### config.mk
export PLATFORM = sky130hd
export DESIGN_NAME = pm_ctrl
export DESIGN_NICKNAME = d
export VERILOG_FILES = /design/src/verilog/pm_pkg.sv /design/src/verilog/init_gen.sv /design/src/verilog/pm_ctrl.sv /design/src/verilog/wake_mon.sv
export SDC_FILE = /design/constraint.sdc
export NUM_CORES = 1
export LEC_CHECK = 0
export BUFFER_PORTS_ARGS = -buffer_cell sky130_fd_sc_hd__buf_4
export CORE_ASPECT_RATIO = 0.7
export CORE_MARGIN = 3
export CORE_UTILIZATION = 54
export CTS_CLUSTER_SIZE = 28
export DETAILED_ROUTE_END_ITERATION = 16
export HOLD_SLACK_MARGIN = 0.1
export PLACE_DENSITY = 0.86
export SETUP_SLACK_MARGIN = 0.5
export SYNTH_ARGS = -nofsm -noshare
export SYNTH_HDL_FRONTEND = slang
export SYNTH_SLANG_ARGS = --single-unit
### constraint.sdc
create_clock -name i_clk -period 3.3 [get_ports i_clk]
set_input_delay 0.165 -clock i_clk [delete_from_list [all_inputs] [get_ports i_clk]]
set_output_delay 0.165 -clock i_clk [all_outputs]
set_load 0.05 [all_outputs]
### src/verilog/pm_pkg.sv
`default_nettype none
package pm_pkg;
    // ----------------------------------------
    // Configuration space offsets
    // ----------------------------------------
    localparam logic [7:0] PM_CAP_OFS = 8'hde;
    localparam logic [7:0] PMCSR_OFS = 8'he0;
    localparam logic [7:0] PM_DRV_OFS = 8'he4;
    localparam logic [7:0] BAR_CTRL_OFS = 8'h10;
    localparam logic [7:0] BAR_IO_OFS = 8'h14;
    localparam logic [7:0] BAR_MEM_OFS = 8'h18;
    // ----------------------------------------
    // Field positions and values
    // ----------------------------------------
    localparam int PMCSR_STATE_LSB = 0;
    localparam int PMCSR_PME_EN_BIT = 8;
    localparam int PMCSR_PME_STS_BIT = 15;
    localparam int PM_CAP_AUX_BIT = 15;
    localparam int PM_DRV_DEEP_BIT = 0;
    localparam logic [15:0] PM_CAP_BASE = 16'h0022;
    localparam logic [1:0] PS_D0 = 2'h0;
    localparam logic [1:0] PS_D1 = 2'h1;
    localparam logic [1:0] PS_D2 = 2'h2;
    localparam logic [1:0] PS_D3 = 2'h3;
    localparam int STANDBY_IDLE_CYCLES = 64;
    // ----------------------------------------
    // Power states
    // ----------------------------------------
    typedef enum logic [2:0] {
        d0_uninitialized,
        d0_active_state,
        st_d1,
        st_d2,
        st_d3
    } pm_state_type;
endpackage : pm_pkg
`default_nettype wire

### src/verilog/init_gen.sv
`default_nettype none
module init_gen (
    // Clock and reset
    input wire logic i_clk,
    input wire logic i_sys_rst,
    // Reset sources
    input wire logic i_alternate_por_input_n,
    input wire logic i_bus_rst_n,
    input wire logic i_isolate_n,
    input wire logic i_in_d3,
    // Strap
    input wire logic i_aux_supply_sense,
    // Results
    output logic o_por,
    output logic o_init,
    output logic o_aux_strap
);
    import pm_pkg::*;

    typedef struct packed {
        logic por_win;
        logic iso_prev;
        logic rst_prev;
        logic aux;
        logic init;
    } gen_type;

    localparam gen_type GEN_RST = '{por_win: 1'b1, iso_prev: 1'b1,
        rst_prev: 1'b1, aux: 1'b0, init: 1'b1};

    gen_type r;
    gen_type n;

    always_comb begin
        n = r;
        n.por_win = ~i_alternate_por_input_n;
        if (r.por_win) begin
            n.aux = i_aux_supply_sense;
        end
        n.iso_prev = i_isolate_n;
        n.rst_prev = i_isolate_n ? i_bus_rst_n : 1'b1;
        n.init = r.por_win
            | (i_isolate_n & ~r.iso_prev)
            | (i_isolate_n & r.iso_prev & ~i_bus_rst_n & ~i_in_d3)
            | (i_isolate_n & r.iso_prev & i_bus_rst_n & ~r.rst_prev
               & i_in_d3);
    end

    always_ff @(posedge i_clk) begin
        if (i_sys_rst) begin
            r <= GEN_RST;
        end else begin
            r <= n;
        end
    end

    assign o_por = r.por_win;
    assign o_init = r.init;
    assign o_aux_strap = r.aux;
endmodule : init_gen
`default_nettype wire

### src/verilog/pm_ctrl.sv
// Contract
// - No bus mastering outside full power
// - Uninitialized substate after power-on reset
// - Uninitialized substate: target only, wake kept
// - Base address write activates device
// - Standby entered and left autonomously
// - D1: no master cycles, no interrupts
// - D1 keeps link alive, watches it
// - Wake event drives wake pins
// - D2 link down: deeper mode allowed
// - Driver register bit gates deeper mode
// - D3 like D2; no enable, link off
// - Cold D3 wakes only on auxiliary
// - Auxiliary strap shown in capability register
// - Alternate reset acts like power-on reset
// - Straps latched during power-on reset
// - Isolation ignores bus, floats outputs
// - Isolation release reinitializes device
// - Three sources raise internal initialization
// - Bus reset spares wake state if enabled
// - Wake reported only when enabled
`default_nettype none
module pm_ctrl #(
    parameter int IDLE_CYCLES = pm_pkg::STANDBY_IDLE_CYCLES
) (
    // Clock and reset
    input wire logic i_clk,
    input wire logic i_sys_rst,
    // Reset and power pins
    input wire logic i_alternate_por_input_n,
    input wire logic i_bus_rst_n,
    input wire logic i_isolate_n,
    input wire logic i_aux_supply_sense,
    // Configuration access
    input wire logic i_cfg_rd,
    input wire logic i_cfg_wr,
    input wire logic [7:0] i_cfg_addr,
    input wire logic [15:0] i_cfg_wdata,
    output logic [15:0] o_cfg_rdata,
    // Link and activity
    input wire logic i_link_valid,
    input wire logic i_wake_pkt,
    input wire logic i_dev_busy,
    // Gating outputs
    output logic o_master_en,
    output logic o_target_en,
    output logic o_cfg_en,
    output logic o_irq_en,
    output logic o_bus_out_en,
    output logic o_wol_en,
    output logic o_link_alive,
    output logic o_deep_pd,
    output logic o_standby,
    output logic o_init,
    output pm_pkg::pm_state_type o_pm_state,
    // Wake pins
    output logic o_pme_n_oe,
    output logic o_cstschg
);
    import pm_pkg::*;

    typedef struct packed {
        pm_state_type st;
        logic bar_done;
        logic pme_en;
        logic deep_en;
        logic [15:0] rdata;
        logic [15:0] idle_cnt;
        logic standby;
    } ctrl_type;

    localparam ctrl_type CTRL_RST = '{st: d0_uninitialized, default: '0};
    localparam logic [15:0] IDLE_LAST = 16'(IDLE_CYCLES - 1);

    function automatic logic [1:0] ps_code(input pm_state_type s);
        case (s)
            st_d1: ps_code = PS_D1;
            st_d2: ps_code = PS_D2;
            st_d3: ps_code = PS_D3;
            default: ps_code = PS_D0;
        endcase
    endfunction : ps_code

    ctrl_type r;
    ctrl_type n;
    logic por;
    logic init;
    logic aux_strap;
    logic wake_sts;
    logic cfg_ok;
    logic pmcsr_wr;
    logic bar_wr;
    logic watch;
    logic low_d23;

    // ----------------------------------------
    // Reset sources and wake monitor
    // ----------------------------------------
    init_gen u_init (
        .i_clk(i_clk),
        .i_sys_rst(i_sys_rst),
        .i_alternate_por_input_n(i_alternate_por_input_n),
        .i_bus_rst_n(i_bus_rst_n),
        .i_isolate_n(i_isolate_n),
        .i_in_d3(r.st == st_d3),
        .i_aux_supply_sense(i_aux_supply_sense),
        .o_por(por),
        .o_init(init),
        .o_aux_strap(aux_strap)
    );

    assign cfg_ok = i_isolate_n;
    assign pmcsr_wr = cfg_ok & i_cfg_wr & (i_cfg_addr == PMCSR_OFS);
    assign bar_wr = cfg_ok & i_cfg_wr & ((i_cfg_addr == BAR_CTRL_OFS)
        | (i_cfg_addr == BAR_IO_OFS) | (i_cfg_addr == BAR_MEM_OFS));
    assign watch = r.pme_en & (i_isolate_n | aux_strap);
    assign low_d23 = (r.st == st_d2) | (r.st == st_d3);

    wake_mon u_wake (
        .i_clk(i_clk),
        .i_sys_rst(i_sys_rst),
        .i_clear_all(por | (init & ~r.pme_en)),
        .i_watch(watch),
        .i_pme_en(r.pme_en),
        .i_status_w1c(pmcsr_wr & i_cfg_wdata[PMCSR_PME_STS_BIT]),
        .i_link_valid(i_link_valid),
        .i_wake_pkt(i_wake_pkt),
        .o_status(wake_sts),
        .o_pme_n_oe(o_pme_n_oe),
        .o_cstschg(o_cstschg)
    );

    // ----------------------------------------
    // State and register update
    // ----------------------------------------
    always_comb begin
        n = r;
        if (r.st != d0_active_state || i_dev_busy) begin
            n.idle_cnt = '0;
            n.standby = 1'b0;
        end else if (r.idle_cnt == IDLE_LAST) begin
            n.standby = 1'b1;
        end else begin
            n.idle_cnt = r.idle_cnt + 16'h0001;
        end
        if (cfg_ok && i_cfg_rd) begin
            if (i_cfg_addr == PM_CAP_OFS) begin
                n.rdata = PM_CAP_BASE;
                n.rdata[PM_CAP_AUX_BIT] = aux_strap;
            end else if (i_cfg_addr == PMCSR_OFS) begin
                n.rdata = '0;
                n.rdata[PMCSR_STATE_LSB +: 2] = ps_code(r.st);
                n.rdata[PMCSR_PME_EN_BIT] = r.pme_en;
                n.rdata[PMCSR_PME_STS_BIT] = wake_sts;
            end else if (i_cfg_addr == PM_DRV_OFS) begin
                n.rdata = '0;
                n.rdata[PM_DRV_DEEP_BIT] = r.deep_en;
            end else begin
                n.rdata = '0;
            end
        end
        if (bar_wr) begin
            n.bar_done = 1'b1;
            if (r.st == d0_uninitialized) begin
                n.st = d0_active_state;
            end
        end else if (pmcsr_wr) begin
            n.pme_en = i_cfg_wdata[PMCSR_PME_EN_BIT];
            case (i_cfg_wdata[PMCSR_STATE_LSB +: 2])
                PS_D1: n.st = st_d1;
                PS_D2: n.st = st_d2;
                PS_D3: n.st = st_d3;
                default: begin
                    if (r.st == st_d1 || r.st == st_d2 || r.st == st_d3) begin
                        n.st = r.bar_done ? d0_active_state
                                          : d0_uninitialized;
                    end
                end
            endcase
        end else if (cfg_ok && i_cfg_wr && i_cfg_addr == PM_DRV_OFS) begin
            n.deep_en = i_cfg_wdata[PM_DRV_DEEP_BIT];
        end
        if (init) begin
            n.st = d0_uninitialized;
            n.bar_done = 1'b0;
            n.idle_cnt = '0;
            n.standby = 1'b0;
            // Wake settings survive when enabled
            if (!r.pme_en) begin
                n.pme_en = 1'b0;
                n.deep_en = 1'b0;
            end
        end
    end

    always_ff @(posedge i_clk) begin
        if (i_sys_rst || por) begin
            r <= CTRL_RST;
        end else begin
            r <= n;
        end
    end

    // ----------------------------------------
    // Outputs
    // ----------------------------------------
    // mastering and interrupts
    assign o_master_en = (r.st == d0_active_state) & i_isolate_n;
    assign o_irq_en = (r.st == d0_active_state) & i_isolate_n;
    assign o_target_en = ((r.st == d0_active_state)
        | (r.st == d0_uninitialized)) & i_isolate_n;
    assign o_cfg_en = cfg_ok;
    assign o_wol_en = (r.st == d0_uninitialized);
    assign o_bus_out_en = i_isolate_n;
    assign o_deep_pd = low_d23 & r.deep_en & ~i_link_valid;
    assign o_link_alive = ~o_deep_pd & ((r.st != st_d3) | r.pme_en);
    assign o_standby = r.standby;
    assign o_init = init;
    assign o_pm_state = r.st;
    assign o_cfg_rdata = r.rdata;

    // ----------------------------------------
    // Assertions
    // ----------------------------------------
    property p_no_master;
        @(posedge i_clk) disable iff (i_sys_rst)
        (r.st != d0_active_state) |-> !o_master_en && !o_irq_en;
    endproperty
    a_no_master: assert property (p_no_master)
        else $error("master or irq enabled outside active state");

    property p_por_uninit;
        @(posedge i_clk) disable iff (i_sys_rst)
        por |=> (o_pm_state == d0_uninitialized) && !o_master_en;
    endproperty
    a_por_uninit: assert property (p_por_uninit)
        else $error("not uninitialized after power-on reset");

    property p_bar_activate;
        @(posedge i_clk) disable iff (i_sys_rst)
        (r.st == d0_uninitialized && bar_wr && !init && !por)
        |=> o_master_en || !i_isolate_n;
    endproperty
    a_bar_activate: assert property (p_bar_activate)
        else $error("base address write did not activate");

    property p_state_write;
        @(posedge i_clk) disable iff (i_sys_rst)
        (pmcsr_wr && i_cfg_wdata[1:0] == PS_D1 && !init && !por)
        |=> (o_pm_state == st_d1) ##1 (o_pm_state == st_d1 || $past(init));
    endproperty
    a_state_write: assert property (p_state_write)
        else $error("power state write not applied");

    property p_d1_alive;
        @(posedge i_clk) disable iff (i_sys_rst)
        (r.st == st_d1) |-> o_link_alive && !o_deep_pd;
    endproperty
    a_d1_alive: assert property (p_d1_alive)
        else $error("link dropped in D1");

    property p_d3_off;
        @(posedge i_clk) disable iff (i_sys_rst)
        (r.st == st_d3 && !r.pme_en) |-> !o_link_alive && !watch;
    endproperty
    a_d3_off: assert property (p_d3_off)
        else $error("D3 without enable keeps link or wake");

    property p_deep_gate;
        @(posedge i_clk) disable iff (i_sys_rst)
        o_deep_pd |-> r.deep_en && low_d23 && !i_link_valid;
    endproperty
    a_deep_gate: assert property (p_deep_gate)
        else $error("deep mode without permission");

    property p_isolate;
        @(posedge i_clk) disable iff (i_sys_rst)
        !i_isolate_n |-> !o_bus_out_en && !o_target_en && !o_cfg_en;
    endproperty
    a_isolate: assert property (p_isolate)
        else $error("bus driven while isolated");

    property p_iso_release;
        @(posedge i_clk) disable iff (i_sys_rst)
        $rose(i_isolate_n) |=> init ##1 (o_pm_state == d0_uninitialized);
    endproperty
    a_iso_release: assert property (p_iso_release)
        else $error("no init after isolation release");

    property p_pme_drive;
        @(posedge i_clk) disable iff (i_sys_rst)
        (wake_sts && r.pme_en && !por && !init && !pmcsr_wr)
        |=> o_pme_n_oe && o_cstschg;
    endproperty
    a_pme_drive: assert property (p_pme_drive)
        else $error("wake status not driven on pins");

    property p_standby;
        @(posedge i_clk) disable iff (i_sys_rst)
        (r.st != d0_active_state || i_dev_busy) |=> !o_standby;
    endproperty
    a_standby: assert property (p_standby)
        else $error("standby held while busy or not active");
endmodule : pm_ctrl
`default_nettype wire

### src/verilog/wake_mon.sv
`default_nettype none
module wake_mon (
    // Clock and reset
    input wire logic i_clk,
    input wire logic i_sys_rst,
    // Control
    input wire logic i_clear_all,
    input wire logic i_watch,
    input wire logic i_pme_en,
    input wire logic i_status_w1c,
    // Link events
    input wire logic i_link_valid,
    input wire logic i_wake_pkt,
    // Indications
    output logic o_status,
    output logic o_pme_n_oe,
    output logic o_cstschg
);
    import pm_pkg::*;

    typedef struct packed {
        logic link_prev;
        logic status;
        logic drive;
    } wake_type;

    localparam wake_type WAKE_RST = '{default: 1'b0};

    wake_type r;
    wake_type n;
    logic event_hit;

    always_comb begin
        n = r;
        event_hit = i_watch & (i_wake_pkt | (i_link_valid ^ r.link_prev));
        n.link_prev = i_link_valid;
        if (i_clear_all) begin
            n.status = 1'b0;
        end else if (event_hit) begin
            // Set beats a same-cycle write-one-to-clear, but not i_clear_all
            n.status = 1'b1;
        end else if (i_status_w1c) begin
            n.status = 1'b0;
        end
        n.drive = n.status & i_pme_en;
    end

    always_ff @(posedge i_clk) begin
        if (i_sys_rst) begin
            r <= WAKE_RST;
        end else begin
            r <= n;
        end
    end

    assign o_status = r.status;
    assign o_pme_n_oe = r.drive;
    assign o_cstschg = r.drive;
endmodule : wake_mon
`default_nettype wire
## Word level (Yosys, flattened, before mapping)

Index checks and enable logic that the tools add are counted.

| operators by class | value |
|---|---|
| add/sub/neg operators | 1 |
| eq/ne operators | 17 |
| muxes and demuxes | 19 |
| bitwise gates (word level) | 41 |
| reduce and logical (&&, ||, !) cells | 14 |

Operators with widths:

| operator | number |
|---|---|
| 2-to-1 mux 16 bit | 2 |
| == test 8 x 5 -> 1 bit, second input constant | 3 |
| == test 8 bit, second input constant | 3 |
| AND 1 bit | 20 |
| adder 16 x 1 -> 16 bit, second input constant | 1 |
| == test 16 x 6 -> 1 bit, second input constant | 1 |
| 2-to-1 mux 3 bit | 4 |
| bitwise OR 1 bit | 11 |
| inverter 1 bit | 9 |
| one-hot mux 3 bit (3 select lines) | 1 |
| 2-to-1 mux 1 bit | 8 |
| == test 3 x 2 -> 1 bit, second input constant | 2 |
| 2-to-1 mux 2 bit | 3 |
| one-hot mux 2 bit (3 select lines) | 1 |
| nonzero test 5 bit | 1 |
| == test 2 bit, second input constant | 2 |
| logical OR 1 bit | 4 |
| OR reduction 2 bit | 2 |
| == test 3 x 1 -> 1 bit, second input constant | 1 |
| == test 3 bit, second input constant | 1 |
| logical AND 1 bit | 3 |
| zero test 3 bit | 1 |
| != test 3 x 1 -> 1 bit, second input constant | 1 |
| != test 3 bit, second input constant | 1 |
| 6 further kinds | 6 |

| storage, ports and cells | value |
|---|---|
| register bits after elaboration | 47 |
| input port bits | 35 |
| output and inout bits | 31 |
| word-level logic and storage cells | 107 |

## Logic depth before layout (Yosys ltp)

| depth | value |
|---|---|
| depth in word-level cells | 7 |
| mapped depth | 6 |

## Hierarchy

From an unflattened synthesis, not the netlist that was laid out.

| second synthesis, totals | value |
|---|---|
| cells, all modules | 242 |
| area total of the unflattened synthesis | 2028.2 µm² |

By module, submodules not included:

| module | times used | cells each | area an instance (µm²) | sequential area each (µm²) |
|---|---|---|---|---|
| pm_ctrl | 1 | 215 | 1727.9 | 560.5 |
| init_gen | 1 | 15 | 166.4 | 100.1 |
| wake_mon | 1 | 12 | 133.9 | 60.1 |

## Worst setup path after synthesis

OpenSTA, ideal clock, no wires.

| timing | value |
|---|---|
| path type | register to output |
| from | reg r, in the netlist o_pm_state[0] |
| to | out o_link_alive |
| arrival | 2.765 ns |
| required time | 3.135 ns |
| path slack | 0.370 ns |
| stages on the path, launching flop included | 6 |
| buffers on the path | 1 |
| path through | dfxtp_1 > clkbuf_1 > nor3b_1 > a21oi_1 > nor3b_1 > a21oi_1 |

| between the ends | value |
|---|---|
| cells in the longest elaborated chain, start to end | 6 |
| elaborated cells on any way between the ends | 9 |
| classes of those cells | eq/ne: 3; bitwise: 6 |

RTL lines:

| what | line | text |
|---|---|---|
| start, declared | pm_ctrl.sv:84 | `ctrl_type r;` |
| start signal, assigned | pm_ctrl.sv:200 | `r <= n;` |
| == test 3 x 2 -> 1 bit or == test 3 bit (tied branches) | pm_ctrl.sv:117 | `assign low_d23 = (r.st == st_d2) \| (r.st == st_d3);` |
| bitwise OR 1 bit * | pm_ctrl.sv:117 |  |
| AND 1 bit * (2 in a row) | pm_ctrl.sv:215 | `assign o_deep_pd = low_d23 & r.deep_en & ~i_link_valid;` |
| named net o_deep_pd | pm_ctrl.sv:52 | `output logic o_deep_pd,` |
| inverter 1 bit * | pm_ctrl.sv:216 | `assign o_link_alive = ~o_deep_pd & ((r.st != st_d3) \| r.pme_en);` |
| AND 1 bit * | pm_ctrl.sv:216 |  |
| end, declared | pm_ctrl.sv:51 | `output logic o_link_alive,` |

The timed path passes the listed nets; every way through them passes the cells marked *.

## Worst setup path in the final report

| timing | value |
|---|---|
| from | reg r, in the netlist o_pm_state[2] |
| to | out o_link_alive |

| between the ends | value |
|---|---|
| cells in the longest elaborated chain, start to end | 6 |
| elaborated cells on any way between the ends | 9 |
| classes of those cells | eq/ne: 3; bitwise: 6 |

RTL lines:

| what | line |
|---|---|
| == test 3 x 2 -> 1 bit or == test 3 bit (tied branches) | pm_ctrl.sv:117 |
| bitwise OR 1 bit | pm_ctrl.sv:117 |
| AND 1 bit (2 in a row) | pm_ctrl.sv:215 |
| inverter 1 bit | pm_ctrl.sv:216 |
| AND 1 bit * | pm_ctrl.sv:216 |

Mark *: on every way between the ends. The rest lies on a longest branch, timed or not.

==> summary.md <==
| Metric | Value |
|---|---|
| Lkg Pwr | 0.873 nW |
| CP max stage delay | just over 0.6 ns |
| CP bufs+invs | 1 |
| DR vias | between 1500 and 2000 |
| Fin cells | 309 |
| ANT nets after route | 0 |
| WP data arrival | about 2.0 ns |
| Status | finished clean |
| Core ar. | between 3000 and 4000 µm² |
| Worst Slack Setup Final | ~1.1 ns |
| CTS tree | yes |
| Final period util | 0.663 |
| Worst-Margin Slew | approximately 0.96 ns |
| Post-Synthesis Mean Instance Area | ~8.6 µm² |
| Num CTS Buffers | 5 |
| Synth cell types | 43 |
| Final setup violation count | 0 |
| Port bufs | 42 |
| Vias per cell | between 5 and 6 |
| Pins Over Slew Limit | 0 |
| Met3 wire length | 404 µm |
| P&R area growth vs syn | 18.2% |
| H-tree depth | 2 |
| Die Y | between 50 and 60 µm |
| Cell family with most CP delay | simple AND/OR/NAND/NOR gates |
| Placed Cells | 298 |
| WS Path Type | reg2out |
| Fmax | between 400 and 500 MHz |
| WHS | 0.124 ns |
| Met2 routed WL | a little under 2000 µm |
| PwrDens | about 400 nW/µm² |
| Peak VDD IR | approximately 0.00035 V |
| GRT overflow | 0 |
| Synth Instances | between 200 and 250 |
| Layout Nets | between 300 and 400 |
| DR WL/cell | ~15 µm |
| Pre-CTS setup slack | 1.30 ns |
| First-pass GRT wire length | 7460 µm |
| M1 WL | approximately 2100 µm |
| Tightest Hold Check Type | in2reg |
| DR DRC count | 0 |
| Clock Path Buffers | 2 |
| Initial drt markers | ~110 |
| Cell area after synthesis | ~2000 µm² |
| Crit. Startpoint | o_pm_state[2] |
| Post-CTS setup buffer count | 0 |
| Worst-path cell chain | nor3b_1 -> a21oi_1 -> nor3b_2 -> a21oi_1 -> buf_4 |
| Yosys reg bits | 36 |
| Reg2reg start | r[1] |
| Die area | about 4400 µm² |
| Post-synth ARST share | 0 |
| Via count of the first global-routing pass | between 1500 and 2000 |
| RSZ-0062 raised after global routing | false |
| Fin util | 0.701 |
| DR top layer | met4 |
| Num ports | 66 |
| Critical path's most frequent cell | a21oi_1 |
| CTS clk-pin slew, worst paths | ~0.070 ns |
| CP max FO | 7 |
| Max transition margin | 0.345 |
| Routability congestion estimate | between 0.8 and 0.9 |
| Syn. warnings | 0 |
| Root cell of the clock tree | clkbuf_8 |
| Routed WL | about 4600 µm |
| Final Hold Vio Count | 0 |
| Initial antenna violation count | 0 |
| Die Wd | between 70 and 80 µm |
| Setup TNS | 0 ns |
| Startpoint types | flip-flop |
| Setup Skew | about 0.0033 ns |
| # rows | 17 |
| Dominant synthesized flop cell | dfxtp_1 |
| Antenna cells | 0 |
| First-pass detailed-route iteration total | 4 |
| Post-detail-place hpwl | ~3400 µm |
| Worst Path Required | about 3.1 ns |
| Most frequent cells in the layout | buf_4 (42), dfxtp_1 (36), nor2_1 (21) |
| Tot GR Track Use | 0.211 |
| Hold path start | i_cfg_wdata[8] |
| Seq/Total Area, Yosys | 0.369 |
| Layout cells sized above 1 | 0.210 |
| Clk Latency, worst-skew pair | roughly 0.29 ns |
| Period minus WS final | between 2 and 2.5 ns |
| Commonest non-fill, non-tap cell in the layout | buf_4 |
| Max-Cap Viols | 0 |
| CP endpoint kind | output port |
| Slowest CP cell | nor3b_1 |
| Initial core utilization | 0.593 |
| Clk sink count | 36 |
| Pin count of the biggest net entering global routing | 18 |
| Post-synth EDFFs | 0 |
-- registers in the layout (all words and copies together), names as in the netlist --
name	flops
o_cfg_rdata	5
o_pm_state	3
o_standby	1
r	19
u_init.o_aux_strap	1
u_init.o_init	1
u_init.o_por	1
u_init.r	2
u_wake.o_cstschg	1
u_wake.o_status	1
u_wake.r	1
-- synthesized netlist by cell type (all sizes together) (5+ instances only) --
cell    count  area [µm²]
clkbuf      5        18.8
xor2        6        52.6
o21ai      10        50.1
buf        24         180
nand4       6        37.5
ha          6        75.1
or3         8        50.1
nand2      11        41.3
a21oi      13        65.1
nor4        6        37.5
nor3        8        40.0
dfxtp      36         721
nand3       9        45.0
or4         5        41.3
nor2       21        78.8
-- cells by family (layout without fill, tap and decap cells) --
group,Yosys count,count (layout),synth area share
XOR/XNOR,9,9,0.0403
buffers and inverters,33,57,0.109
other,1,11,0.00192
flip-flops,36,36,0.369
AND/OR/NAND/NOR,100,100,0.289
multiplexers,3,3,0.0154
AO/OA/AOI/OAI,40,40,0.136
adder cells (fa/ha/maj),6,6,0.0384
-- power breakdown --
part           switching [W]  internal, W  leakage, nW  total, W
combinational      0.0000667    0.0000342        0.527  0.000101
clock               0.000153     0.000224       0.0552  0.000377
sequential        0.00000322     0.000439        0.291  0.000442
-- layout make-up --
| type | instances | area (µm²) |
|---|---|---|
| inverters | 4 | 15.0 |
| flip-flops and latches | 36 | 721 |
| repair buffers | 45 | 345 |
| multi-input cells | 169 | 1060 |
| fillers | 264 | 987 |
| well taps | 47 | 58.8 |
| clock inverters | 2 | 35.0 |
| clock buffers | 6 | 72.6 |
-- through the flow --
step	cell area, µm²	power [W]
4_1_cts	2310	0.000925
3_3_place_gp	2170	0.000546
6_report	2310	0.000920
2_1_floorplan	2000	0.000524
5_1_grt	2310	0.000949
3_5_place_dp	2170	0.000548
-- metal layers --
layer,vias up,global-route usage
met3,6,0.0561
met4,0,0.0524
met1,813,0.309
li1,858,-
met2,68,0.307
met5,-,0
-- final timing paths --
path,cells past startpoint,slack [ns],endpoint
min,2,0.12,r[34]
min reg2reg,2,0.49,o_standby
max reg2reg,5,1.40,r[2]
max,5,1.11,o_link_alive
-- what timing repair did --
item / 4_1_cts / 5_1_grt
resized for setup: 0 / 0
hold buffers: 3 / 0
hold endpoints to repair: 4 / 0
Note: power is estimated with default switching activity, not from simulation.
